`src/pkg/ntps_map.svh`:
```
`ifndef NTPS_MAP_SVH
`define NTPS_MAP_SVH

// ----------------------------------------------------------------------
// Command codes
// ----------------------------------------------------------------------
`define NTPS_CMD_CONFIRM_END 8'h10
`define NTPS_CMD_CONFIRM_ILV 8'h11
`define NTPS_CMD_CONFIRM_CACHE 8'h15
`define NTPS_CMD_COL_CHANGE 8'h85
`define NTPS_CMD_PROGRAM 8'h80
`define NTPS_CMD_CHG_RD_COL 8'h05
`define NTPS_CMD_CHG_RD_COL_ENH 8'h06
`define NTPS_CMD_RD_STATUS 8'h70
`define NTPS_CMD_RD_STATUS_ENH 8'h78

// ----------------------------------------------------------------------
// Address geometry
// ----------------------------------------------------------------------
`define NTPS_COL_CYCLES 2
`define NTPS_ROW_CYCLES 3
`define NTPS_UNIT_LSB 21
`define NTPS_UNIT_MSB 23

// ----------------------------------------------------------------------
// Data buffer
// ----------------------------------------------------------------------
`define NTPS_FIFO_DEPTH 32
`define NTPS_BYTE_W 8

`endif

```
`src/pkg/ntps_pkg.sv`:
```
package ntps_pkg;

  typedef enum logic [3:0] {
    ST_IDLE = 4'h0,
    ST_PROGRAM_DATA_WAIT = 4'h1,
    ST_PROGRAM_DATA_FORWARD = 4'h2,
    ST_PROGRAM_COMMAND_FORWARD = 4'h3,
    ST_INTERLEAVED_PROGRAM_WAIT = 4'h4,
    ST_COLUMN_CHANGE_WAIT = 4'h5,
    ST_COLUMN_CHANGE_COLLECT = 4'h6,
    ST_COLUMN_CHANGE_REQUEST = 4'h7,
    ST_POST_COLUMN_CHANGE_WAIT = 4'h8,
    ST_ROW_CHANGE_COLLECT = 4'h9,
    ST_ROW_CHANGE_WAIT = 4'hA,
    ST_ROW_CHANGE_REQUEST = 4'hB
  } ntps_state_type;

  typedef enum logic [1:0] {
    KIND_COMMAND = 2'h0,
    KIND_ADDRESS = 2'h1,
    KIND_DATA = 2'h2,
    KIND_READ = 2'h3
  } ntps_kind_type;

  typedef enum logic [2:0] {
    EXIT_NONE = 3'h0,
    EXIT_PROGRAM_ADDRESS_WAIT = 3'h1,
    EXIT_CHANGE_READ_COLUMN_START = 3'h2,
    EXIT_ENHANCED_CHANGE_READ_COLUMN_START = 3'h3,
    EXIT_READ_STATUS_START = 3'h4,
    EXIT_READ_STATUS_ENHANCED_START = 3'h5,
    EXIT_STATUS_DATA = 3'h6
  } ntps_exit_type;

endpackage

```
`src/hdl/ntps_fifo.sv`:
```
`timescale 1ns/10ps
module ntps_fifo #(
  parameter int WIDTH = 8,
  parameter int DEPTH = 32
) (
  // Clock and reset
  input wire logic core_clk_i,
  input wire logic rst_n_i,
  // Fill side
  input wire logic in_valid_i,
  input wire logic [WIDTH-1:0] in_data_i,
  output logic in_ready_o,
  // Drain side
  output logic out_valid_o,
  output logic [WIDTH-1:0] out_data_o,
  input wire logic out_ready_i
);
  localparam int PW = $clog2(DEPTH);

  logic [WIDTH-1:0] mem [DEPTH];
  logic [PW:0] wr_ptr_reg;
  logic [PW:0] rd_ptr_reg;
  logic full;
  logic empty;

  assign full = (wr_ptr_reg[PW] != rd_ptr_reg[PW]) && (wr_ptr_reg[PW-1:0] == rd_ptr_reg[PW-1:0]);
  assign empty = (wr_ptr_reg == rd_ptr_reg);
  assign in_ready_o = !full;
  assign out_valid_o = !empty;
  assign out_data_o = mem[rd_ptr_reg[PW-1:0]];

  always_ff @(posedge core_clk_i) begin
    if (in_valid_i && !full) begin
      mem[wr_ptr_reg[PW-1:0]] <= in_data_i;
    end
  end

  always_ff @(posedge core_clk_i) begin
    if (!rst_n_i) begin
      wr_ptr_reg <= '0;
    end else if (in_valid_i && !full) begin
      wr_ptr_reg <= wr_ptr_reg + 1'b1;
    end
  end

  always_ff @(posedge core_clk_i) begin
    if (!rst_n_i) begin
      rd_ptr_reg <= '0;
    end else if (out_ready_i && !empty) begin
      rd_ptr_reg <= rd_ptr_reg + 1'b1;
    end
  end
endmodule

```
`src/hdl/ntps_cycle_store.sv`:
```
`timescale 1ns/10ps
module ntps_cycle_store #(
  parameter int CYCLES = 2
) (
  // Clock and reset
  input wire logic core_clk_i,
  input wire logic rst_n_i,
  // Control
  input wire logic clear_i,
  input wire logic load_i,
  input wire logic [7:0] byte_i,
  // Result
  output logic [CYCLES*8-1:0] value_o,
  output logic complete_o
);
  localparam int CW = $clog2(CYCLES + 1);

  logic [CW-1:0] count_reg;
  logic [CW-1:0] base;

  // A clear together with a load starts a fresh address with this byte.
  assign base = clear_i ? '0 : count_reg;
  assign complete_o = (count_reg == CW'(CYCLES));

  always_ff @(posedge core_clk_i) begin
    if (!rst_n_i) begin
      count_reg <= '0;
    end else if (load_i) begin
      count_reg <= base + 1'b1;
    end else if (clear_i) begin
      count_reg <= '0;
    end
  end

  // First cycle received is the least significant byte.
  always_ff @(posedge core_clk_i) begin
    if (!rst_n_i) begin
      value_o <= '0;
    end else if (load_i && base < CW'(CYCLES)) begin
      value_o[base*8 +: 8] <= byte_i;
    end
  end
endmodule

```
`src/hdl/ntps_sequencer.sv`:
```
`timescale 1ns/10ps
`include "ntps_map.svh"

module ntps_sequencer
  import ntps_pkg::*;
(
  // Clock and reset
  input wire logic core_clk_i,
  input wire logic rst_n_i,
  // Program issue from the setup logic
  input wire logic program_issue_i,
  input wire logic [`NTPS_ROW_CYCLES*8-1:0] issue_row_i,
  // Target flags
  input wire logic copy_through_flag_i,
  input wire logic status_output_flag_i,
  // Host cycles
  input wire logic host_valid_i,
  input wire ntps_kind_type host_kind_i,
  input wire logic [7:0] host_byte_i,
  output logic host_ready_o,
  // Unit data stream
  output logic lun_data_valid_o,
  output logic [7:0] lun_data_o,
  input wire logic lun_data_ready_i,
  // Unit requests
  output logic [`NTPS_UNIT_MSB-`NTPS_UNIT_LSB:0] selected_unit_o,
  output logic lun_cmd_valid_o,
  output logic [7:0] lun_cmd_o,
  output logic lun_col_chg_o,
  output logic [`NTPS_COL_CYCLES*8-1:0] lun_col_addr_o,
  output logic lun_row_chg_o,
  output logic [`NTPS_ROW_CYCLES*8-1:0] lun_row_addr_o,
  // Hand-off to the rest of the target
  output logic exit_valid_o,
  output ntps_exit_type exit_code_o,
  output ntps_state_type resume_state_o,
  output logic busy_o
);

  // --------------------------------------------------------------------
  // Declarations
  // --------------------------------------------------------------------
  ntps_state_type state_reg;
  ntps_state_type state_next;
  ntps_exit_type exit_next;
  logic waiting;
  logic accept;
  logic is_cmd;
  logic is_addr;
  logic is_data;
  logic is_read;
  logic confirm_ok;
  logic fifo_in_ready;
  logic fifo_push;
  logic fifo_empty;
  logic col_clear;
  logic col_load;
  logic col_complete;
  logic row_clear;
  logic row_load;
  logic row_complete;
  logic [7:0] cmd_reg;

  // --------------------------------------------------------------------
  // Host cycle acceptance
  // --------------------------------------------------------------------
  assign waiting = (state_reg == ST_PROGRAM_DATA_WAIT) ||
                   (state_reg == ST_INTERLEAVED_PROGRAM_WAIT) ||
                   (state_reg == ST_COLUMN_CHANGE_WAIT) ||
                   (state_reg == ST_POST_COLUMN_CHANGE_WAIT) ||
                   (state_reg == ST_ROW_CHANGE_WAIT);
  // Data is held off while the buffer toward the unit is full.
  assign host_ready_o = waiting && ((host_kind_i != KIND_DATA) || fifo_in_ready);
  assign accept = host_valid_i && host_ready_o;
  assign is_cmd = accept && (host_kind_i == KIND_COMMAND);
  assign is_addr = accept && (host_kind_i == KIND_ADDRESS);
  assign is_data = accept && (host_kind_i == KIND_DATA);
  assign is_read = accept && (host_kind_i == KIND_READ);
  assign busy_o = (state_reg != ST_IDLE);

  // Confirm set shared by data-wait and post-column wait.
  assign confirm_ok = ((host_byte_i == `NTPS_CMD_CONFIRM_CACHE) && !copy_through_flag_i) ||
                      (host_byte_i == `NTPS_CMD_CONFIRM_END) ||
                      (host_byte_i == `NTPS_CMD_CONFIRM_ILV);

  // --------------------------------------------------------------------
  // Data path toward the unit
  // --------------------------------------------------------------------
  assign fifo_push = is_data && ((state_reg == ST_PROGRAM_DATA_WAIT) ||
                                 (state_reg == ST_POST_COLUMN_CHANGE_WAIT));

  ntps_fifo #(
    .WIDTH(`NTPS_BYTE_W),
    .DEPTH(`NTPS_FIFO_DEPTH)
  ) u_data_fifo (
    .core_clk_i(core_clk_i),
    .rst_n_i(rst_n_i),
    .in_valid_i(fifo_push),
    .in_data_i(host_byte_i),
    .in_ready_o(fifo_in_ready),
    .out_valid_o(lun_data_valid_o),
    .out_data_o(lun_data_o),
    .out_ready_i(lun_data_ready_i)
  );
  assign fifo_empty = !lun_data_valid_o;

  // --------------------------------------------------------------------
  // Address collection
  // --------------------------------------------------------------------
  assign col_clear = is_cmd && (host_byte_i == `NTPS_CMD_COL_CHANGE) &&
                     ((state_reg == ST_PROGRAM_DATA_WAIT) ||
                      (state_reg == ST_POST_COLUMN_CHANGE_WAIT));
  assign col_load = is_addr && (state_reg == ST_COLUMN_CHANGE_WAIT);
  assign row_clear = is_addr && (state_reg == ST_POST_COLUMN_CHANGE_WAIT);
  assign row_load = is_addr && ((state_reg == ST_POST_COLUMN_CHANGE_WAIT) ||
                                (state_reg == ST_ROW_CHANGE_WAIT));

  ntps_cycle_store #(
    .CYCLES(`NTPS_COL_CYCLES)
  ) u_col_store (
    .core_clk_i(core_clk_i),
    .rst_n_i(rst_n_i),
    .clear_i(col_clear),
    .load_i(col_load),
    .byte_i(host_byte_i),
    .value_o(lun_col_addr_o),
    .complete_o(col_complete)
  );

  ntps_cycle_store #(
    .CYCLES(`NTPS_ROW_CYCLES)
  ) u_row_store (
    .core_clk_i(core_clk_i),
    .rst_n_i(rst_n_i),
    .clear_i(row_clear),
    .load_i(row_load),
    .byte_i(host_byte_i),
    .value_o(lun_row_addr_o),
    .complete_o(row_complete)
  );

  // --------------------------------------------------------------------
  // Next state
  // --------------------------------------------------------------------
  always_comb begin
    state_next = state_reg;
    exit_next = EXIT_NONE;
    case (state_reg)
      ST_IDLE: begin
        if (program_issue_i) begin
          state_next = ST_PROGRAM_DATA_WAIT;
        end
      end
      ST_PROGRAM_DATA_WAIT, ST_POST_COLUMN_CHANGE_WAIT: begin
        if (fifo_push) begin
          state_next = ST_PROGRAM_DATA_FORWARD;
        end else if (is_cmd && confirm_ok) begin
          state_next = ST_PROGRAM_COMMAND_FORWARD;
        end else if (col_clear) begin
          state_next = ST_COLUMN_CHANGE_WAIT;
        end else if (row_load) begin
          state_next = ST_ROW_CHANGE_COLLECT;
        end
      end
      ST_PROGRAM_DATA_FORWARD: begin
        state_next = ST_PROGRAM_DATA_WAIT;
      end
      ST_PROGRAM_COMMAND_FORWARD: begin
        // Buffered data reaches the unit before its confirm does.
        if (fifo_empty) begin
          if (cmd_reg == `NTPS_CMD_CONFIRM_ILV) begin
            state_next = ST_INTERLEAVED_PROGRAM_WAIT;
          end else begin
            state_next = ST_IDLE;
          end
        end
      end
      ST_INTERLEAVED_PROGRAM_WAIT: begin
        if (is_cmd) begin
          case (host_byte_i)
            `NTPS_CMD_COL_CHANGE: exit_next = EXIT_PROGRAM_ADDRESS_WAIT;
            `NTPS_CMD_PROGRAM: begin
              if (!copy_through_flag_i) begin
                exit_next = EXIT_PROGRAM_ADDRESS_WAIT;
              end
            end
            `NTPS_CMD_CHG_RD_COL: exit_next = EXIT_CHANGE_READ_COLUMN_START;
            `NTPS_CMD_CHG_RD_COL_ENH: exit_next = EXIT_ENHANCED_CHANGE_READ_COLUMN_START;
            `NTPS_CMD_RD_STATUS: exit_next = EXIT_READ_STATUS_START;
            `NTPS_CMD_RD_STATUS_ENH: exit_next = EXIT_READ_STATUS_ENHANCED_START;
            default: exit_next = EXIT_NONE;
          endcase
        end else if (is_read && status_output_flag_i) begin
          exit_next = EXIT_STATUS_DATA;
        end
        if (exit_next != EXIT_NONE) begin
          state_next = ST_IDLE;
        end
      end
      ST_COLUMN_CHANGE_WAIT: begin
        if (col_load) begin
          state_next = ST_COLUMN_CHANGE_COLLECT;
        end
      end
      ST_COLUMN_CHANGE_COLLECT: begin
        state_next = col_complete ? ST_COLUMN_CHANGE_REQUEST : ST_COLUMN_CHANGE_WAIT;
      end
      ST_COLUMN_CHANGE_REQUEST: begin
        if (fifo_empty) begin
          state_next = ST_POST_COLUMN_CHANGE_WAIT;
        end
      end
      ST_ROW_CHANGE_COLLECT: begin
        state_next = row_complete ? ST_ROW_CHANGE_REQUEST : ST_ROW_CHANGE_WAIT;
      end
      ST_ROW_CHANGE_WAIT: begin
        if (row_load) begin
          state_next = ST_ROW_CHANGE_COLLECT;
        end
      end
      ST_ROW_CHANGE_REQUEST: begin
        if (fifo_empty) begin
          state_next = ST_PROGRAM_DATA_WAIT;
        end
      end
      default: begin
        state_next = ST_IDLE;
      end
    endcase
  end

  // --------------------------------------------------------------------
  // State and registered outputs
  // --------------------------------------------------------------------
  always_ff @(posedge core_clk_i) begin
    if (!rst_n_i) begin
      state_reg <= ST_IDLE;
    end else begin
      state_reg <= state_next;
    end
  end

  always_ff @(posedge core_clk_i) begin
    if (!rst_n_i) begin
      cmd_reg <= 8'h00;
    end else if (is_cmd) begin
      cmd_reg <= host_byte_i;
    end
  end

  always_ff @(posedge core_clk_i) begin
    if (!rst_n_i) begin
      selected_unit_o <= '0;
    end else if (state_reg == ST_IDLE && program_issue_i) begin
      selected_unit_o <= issue_row_i[`NTPS_UNIT_MSB:`NTPS_UNIT_LSB];
    end
  end

  always_ff @(posedge core_clk_i) begin
    if (!rst_n_i) begin
      resume_state_o <= ST_IDLE;
    end else if (state_next == ST_INTERLEAVED_PROGRAM_WAIT &&
                 state_reg != ST_INTERLEAVED_PROGRAM_WAIT) begin
      resume_state_o <= ST_INTERLEAVED_PROGRAM_WAIT;
    end
  end

  always_ff @(posedge core_clk_i) begin
    if (!rst_n_i) begin
      lun_cmd_valid_o <= 1'b0;
      lun_cmd_o <= 8'h00;
    end else begin
      lun_cmd_valid_o <= (state_reg == ST_PROGRAM_COMMAND_FORWARD) && fifo_empty;
      lun_cmd_o <= cmd_reg;
    end
  end

  always_ff @(posedge core_clk_i) begin
    if (!rst_n_i) begin
      lun_col_chg_o <= 1'b0;
      lun_row_chg_o <= 1'b0;
    end else begin
      lun_col_chg_o <= (state_reg == ST_COLUMN_CHANGE_REQUEST) && fifo_empty;
      lun_row_chg_o <= (state_reg == ST_ROW_CHANGE_REQUEST) && fifo_empty;
    end
  end

  always_ff @(posedge core_clk_i) begin
    if (!rst_n_i) begin
      exit_valid_o <= 1'b0;
      exit_code_o <= EXIT_NONE;
    end else begin
      exit_valid_o <= (exit_next != EXIT_NONE);
      exit_code_o <= exit_next;
    end
  end
endmodule

```
`config.mk`:
```
export PLATFORM = sky130hd
export DESIGN_NAME = ntps_sequencer
export DESIGN_NICKNAME = d
export VERILOG_FILES = /design/src/pkg/ntps_pkg.sv /design/src/hdl/ntps_fifo.sv /design/src/hdl/ntps_cycle_store.sv /design/src/hdl/ntps_sequencer.sv
export VERILOG_INCLUDE_DIRS = /design/src /design/src/pkg
export SDC_FILE = /design/constraint.sdc
export NUM_CORES = 1
export LEC_CHECK = 0
export ABC_CLOCK_PERIOD_IN_PS = 3600
export BUFFER_PORTS_ARGS = -buffer_cell sky130_fd_sc_hd__buf_4
export CAP_MARGIN = 20
export CORE_MARGIN = 1.5
export CORE_UTILIZATION = 25
export CTS_CLUSTER_SIZE = 12
export DETAILED_ROUTE_END_ITERATION = 12
export HOLD_SLACK_MARGIN = 0.1
export SLEW_MARGIN = 20
export SYNTH_ARGS = -nofsm -noshare
export SYNTH_HDL_FRONTEND = slang
export SYNTH_SLANG_ARGS = --single-unit
```
`constraint.sdc`:
```
create_clock -name core_clk_i -period 3.6 [get_ports core_clk_i]
set_clock_uncertainty 0.2 [all_clocks]
set_input_delay 0.18 -clock core_clk_i [delete_from_list [all_inputs] [get_ports core_clk_i]]
set_output_delay 0.18 -clock core_clk_i [all_outputs]
set_load 0.05 [all_outputs]
```
==> impl_metrics.toml <==
[layout]
layout-area-overhead-vs-synth_pct = 22.8
final_net_count = 1059
seqCellArea_mm2 = 0.00953
final_layout_size_suffix_gt1_frac = 0.289
final.fill_count = 5375
final_cell_area_mm2 = 0.0172
multiInputGateArea_mm2 = 0.00415
layout.cells.non_filler = 1777
largest_register_ffs = 256

[placed_design]
place_hpwl_um = 21300
post_dp_cell_area_mm2 = 0.0157
place.gp.congestion = 0.786
placement.io_buffers = 89
place_inst = 1686

[logic_synthesis]
synthesis.yosys.warnings = 0
edff_count_synth = 256
yosysTopAreaCellShare = 0.549
synthesis.instances = 857
syn_avg_cell_area_um2 = 16.3
most_common_library_cells_after_synthesis = "sky130_fd_sc_hd__edfxtp_1, sky130_fd_sc_hd__dfxtp_1, sky130_fd_sc_hd__mux4_2, sky130_fd_sc_hd__nor2_1, sky130_fd_sc_hd__nand2_1"
synth.yosys.seq_area_share = 0.681
most_instantiated_library_cell_after_synthesis = "sky130_fd_sc_hd__edfxtp_1"
synth.distinct_cells = 67
synth_seq_cells = 348
synth_area_mm2 = 0.0140
synthArstFlopShare = 0
top_ff_cell_synth = "sky130_fd_sc_hd__edfxtp_1"
synthDominantAreaCellType = "sky130_fd_sc_hd__edfxtp_1"
synth.top_cells.by_area = "sky130_fd_sc_hd__edfxtp_1, sky130_fd_sc_hd__dfxtp_1, sky130_fd_sc_hd__mux4_2"

[timing]
final_cycle_share = 0.936
max_clock_freq_mhz = 297
hold_viol_final = 0
min_period_ns = 3.37
worst_hold_slack_ns = 0.118
timing.final.setup_violations = 0
unrepaired_setup_endpoints_after_global_routing = "no"
max_slew_violation_total_from_the_final_report = 0
max_slew_margin = 0.368
tns_ns = 0
tightestPinTransition_ns = 0.944

[clock_tree]
post-cts-setup-buffer-count = 0
cts_buf_count = 37
clock_sink_count = 348
htree_levels = 2
clock_latency_ns = 0.53
cts.root.buffer_cell = "sky130_fd_sc_hd__clkbuf_16"
clock_tree.buffer_depth = 3
cts_resized = 0
tritoncts = "yes"
clk_transition_reported_paths_ns = 0.06

[detailed_routing]
drt.antenna.violating_nets = 0
detail_route.wl_per_cell_um = 18.7
firstDrtPassIters = 5
num_vias = 7973
drcViolationCount = 0
drt_iter0_drc = 709
avgViaCountPerCell = 4.49
drt_wl_total_um = 33300

[worst_hold_path]
worstHoldPathType = "input pin to flop"

[grt]
met2_usage = 0.178
grt-busiest-layer = "met2"
met1_usage = 0.164
grt_pass1_wl_um = 49800
number_of_global_route_vias_before_repair = 7985
globalRouteOverflowTotal = 0
antenna_found_initial = 3
grt_max_degree = 54
groute.usage.overall = 0.116
gr-usage-met3 = 0.0207

[critical_path]
start_kind = "flop"
critical_path.top_delay_family = "multiplexers"
crit_chain = "buf_12 -> mux4_2 -> mux4_2 -> mux2_2 -> buf_4"
timing_worst_setup_path_type = "flop to output port"
worstPathBufferInverterCount = 2
worst-endpoint-required_ns = 3.22
critPathMostFrequentCell = "sky130_fd_sc_hd__mux4_2"
timing.critical_path.to_type = "output port"
max_stage_delay_ns = 0.57
worst_path_max_delay_cell = "sky130_fd_sc_hd__mux4_2"
data_arrival_at_the_endpoint_of_the_critical_path_ns = 2.99
worst-path-max-fanout = 24

[power_and_ir_drop]
pwr_per_cell_area_mw_per_mm2 = 483
cell_leakage_power_nw = 5.71
worst_ir_drop_vdd_mv = 0.289

[die]
count_of_boundary_i_o_pins = 114
core_footprint_mm2 = 0.0552
row_count = 86
start_util = 0.254
fp.dieH_um = 240
design.die.area_mm2 = 0.0574
die_x_um = 240

[job]
reported_max_cap_violation_count = 0

[outcome]
run_status = "complete, no violations"
==> layout make-up <==
type	count	share of cell area
Antenna cell	2	0.000291
Clock buffer	51	0.0595
Clock inverter	9	0.00859
Inverter	13	0.00284
Multi-Input combinational cell	443	0.242
Sequential cell	348	0.555
Tap cell	748	0.0545
Timing Repair Buffer	163	0.0776
==> through the flow <==
stage               setup WS, ns  power (mW)   util
floorplan                  0.332        4.50      -
global placement           0.387        4.61  0.285
detailed placement         0.325        4.62  0.285
CTS                        0.144        8.39  0.311
global route              0.0113        8.56  0.311
finish                     0.229        8.30  0.311
==> layer usage <==
metal / share of wire / up-vias
met2: 0.45 / 220
li1: - / 3609
met4: 0.026 / 0
met1: 0.46 / 4083
met3: 0.055 / 61
met5: 0 / -
==> kinds of logic after synthesis <==
family                     share of synthesized area
AOI/OAI and AO/OA                             0.0453
xor gates and xnor gates                      0.0100
adders and majority gates                     0.0107
buffers and inverters                         0.0230
DFF                                            0.681
muxes                                          0.146
other                                       0.000268
and+or+nand+nor                               0.0839
==> report_power, final <==
| part | leakage (nW) | switching [mW] | internal, mW |
|---|---|---|---|
| Combinational | 2.10 | 0.167 | 0.0798 |
| Clock | 0.566 | 1.53 | 2.21 |
| Sequential | 3.04 | 0.00658 | 4.30 |
| Total | 5.71 | 1.71 | 6.59 |
==> what timing repair did <==
item / in CTS / in global routing
hold endpoints to repair: 268 / 0
hold buffers: 29 / 0
endpoints found under the setup margin: 0 / 0
==> worst paths after layout <==
path,start,to,slack (ns),depth (start not counted)
setup / recovery,flop,lun_data_o[4],0.23,5
hold / removal,host_byte_i[1],u_data_fifo.mem[0][1]$_DFFE_PP_,0.12,2
setup reg to reg,state_reg[3]$_SDFF_PN0_,u_row_store.value_o[8]$_SDFFE_PN0P_,0.31,10
hold reg to reg,u_col_store.value_o[13]$_SDFFE_PN0P_,u_col_store.value_o[13]$_SDFFE_PN0P_,0.26,2
==> worst reg2reg max path, cell delays in order, from the launching register on <==
cell and delay, ns:
sky130_fd_sc_hd__dfxtp_1 0.50, sky130_fd_sc_hd__nand2b_2 0.19, sky130_fd_sc_hd__or3_1 0.50, sky130_fd_sc_hd__o21ai_2 0.29, sky130_fd_sc_hd__inv_1 0.10, sky130_fd_sc_hd__ha_1 0.24
sky130_fd_sc_hd__nor4_2 0.43, sky130_fd_sc_hd__nand2_1 0.14, sky130_fd_sc_hd__nor3_2 0.41, sky130_fd_sc_hd__a22oi_1 0.12, sky130_fd_sc_hd__nor2_1 0.12
==> cells in the final DEF, fill, tap and decap left out, drive strengths merged, types with 3 or more instances in the layout <==
cell         instances
nor3                11
o21ai               13
nand2b               5
nand2               48
nand3               26
a31oi                3
nand3b               4
and3                 4
bufinv               3
mux2                 8
or3                  4
edfxtp             256
nor4                 5
nand4                4
xor2                 3
clkinv               4
dfxtp               92
or2                  4
xnor2               13
inv                 14
ha                  12
nor2                64
buf                134
mux4                80
dlygate4sd3         29
a31o                 9
nor2b               16
a22o                16
o22ai                3
mux2i               15
clkbuf              51
a21oi                6
conb                 3
a22oi                8
and2                19
a21boi               6
No activity file was read; power rests on OpenSTA's default activity.
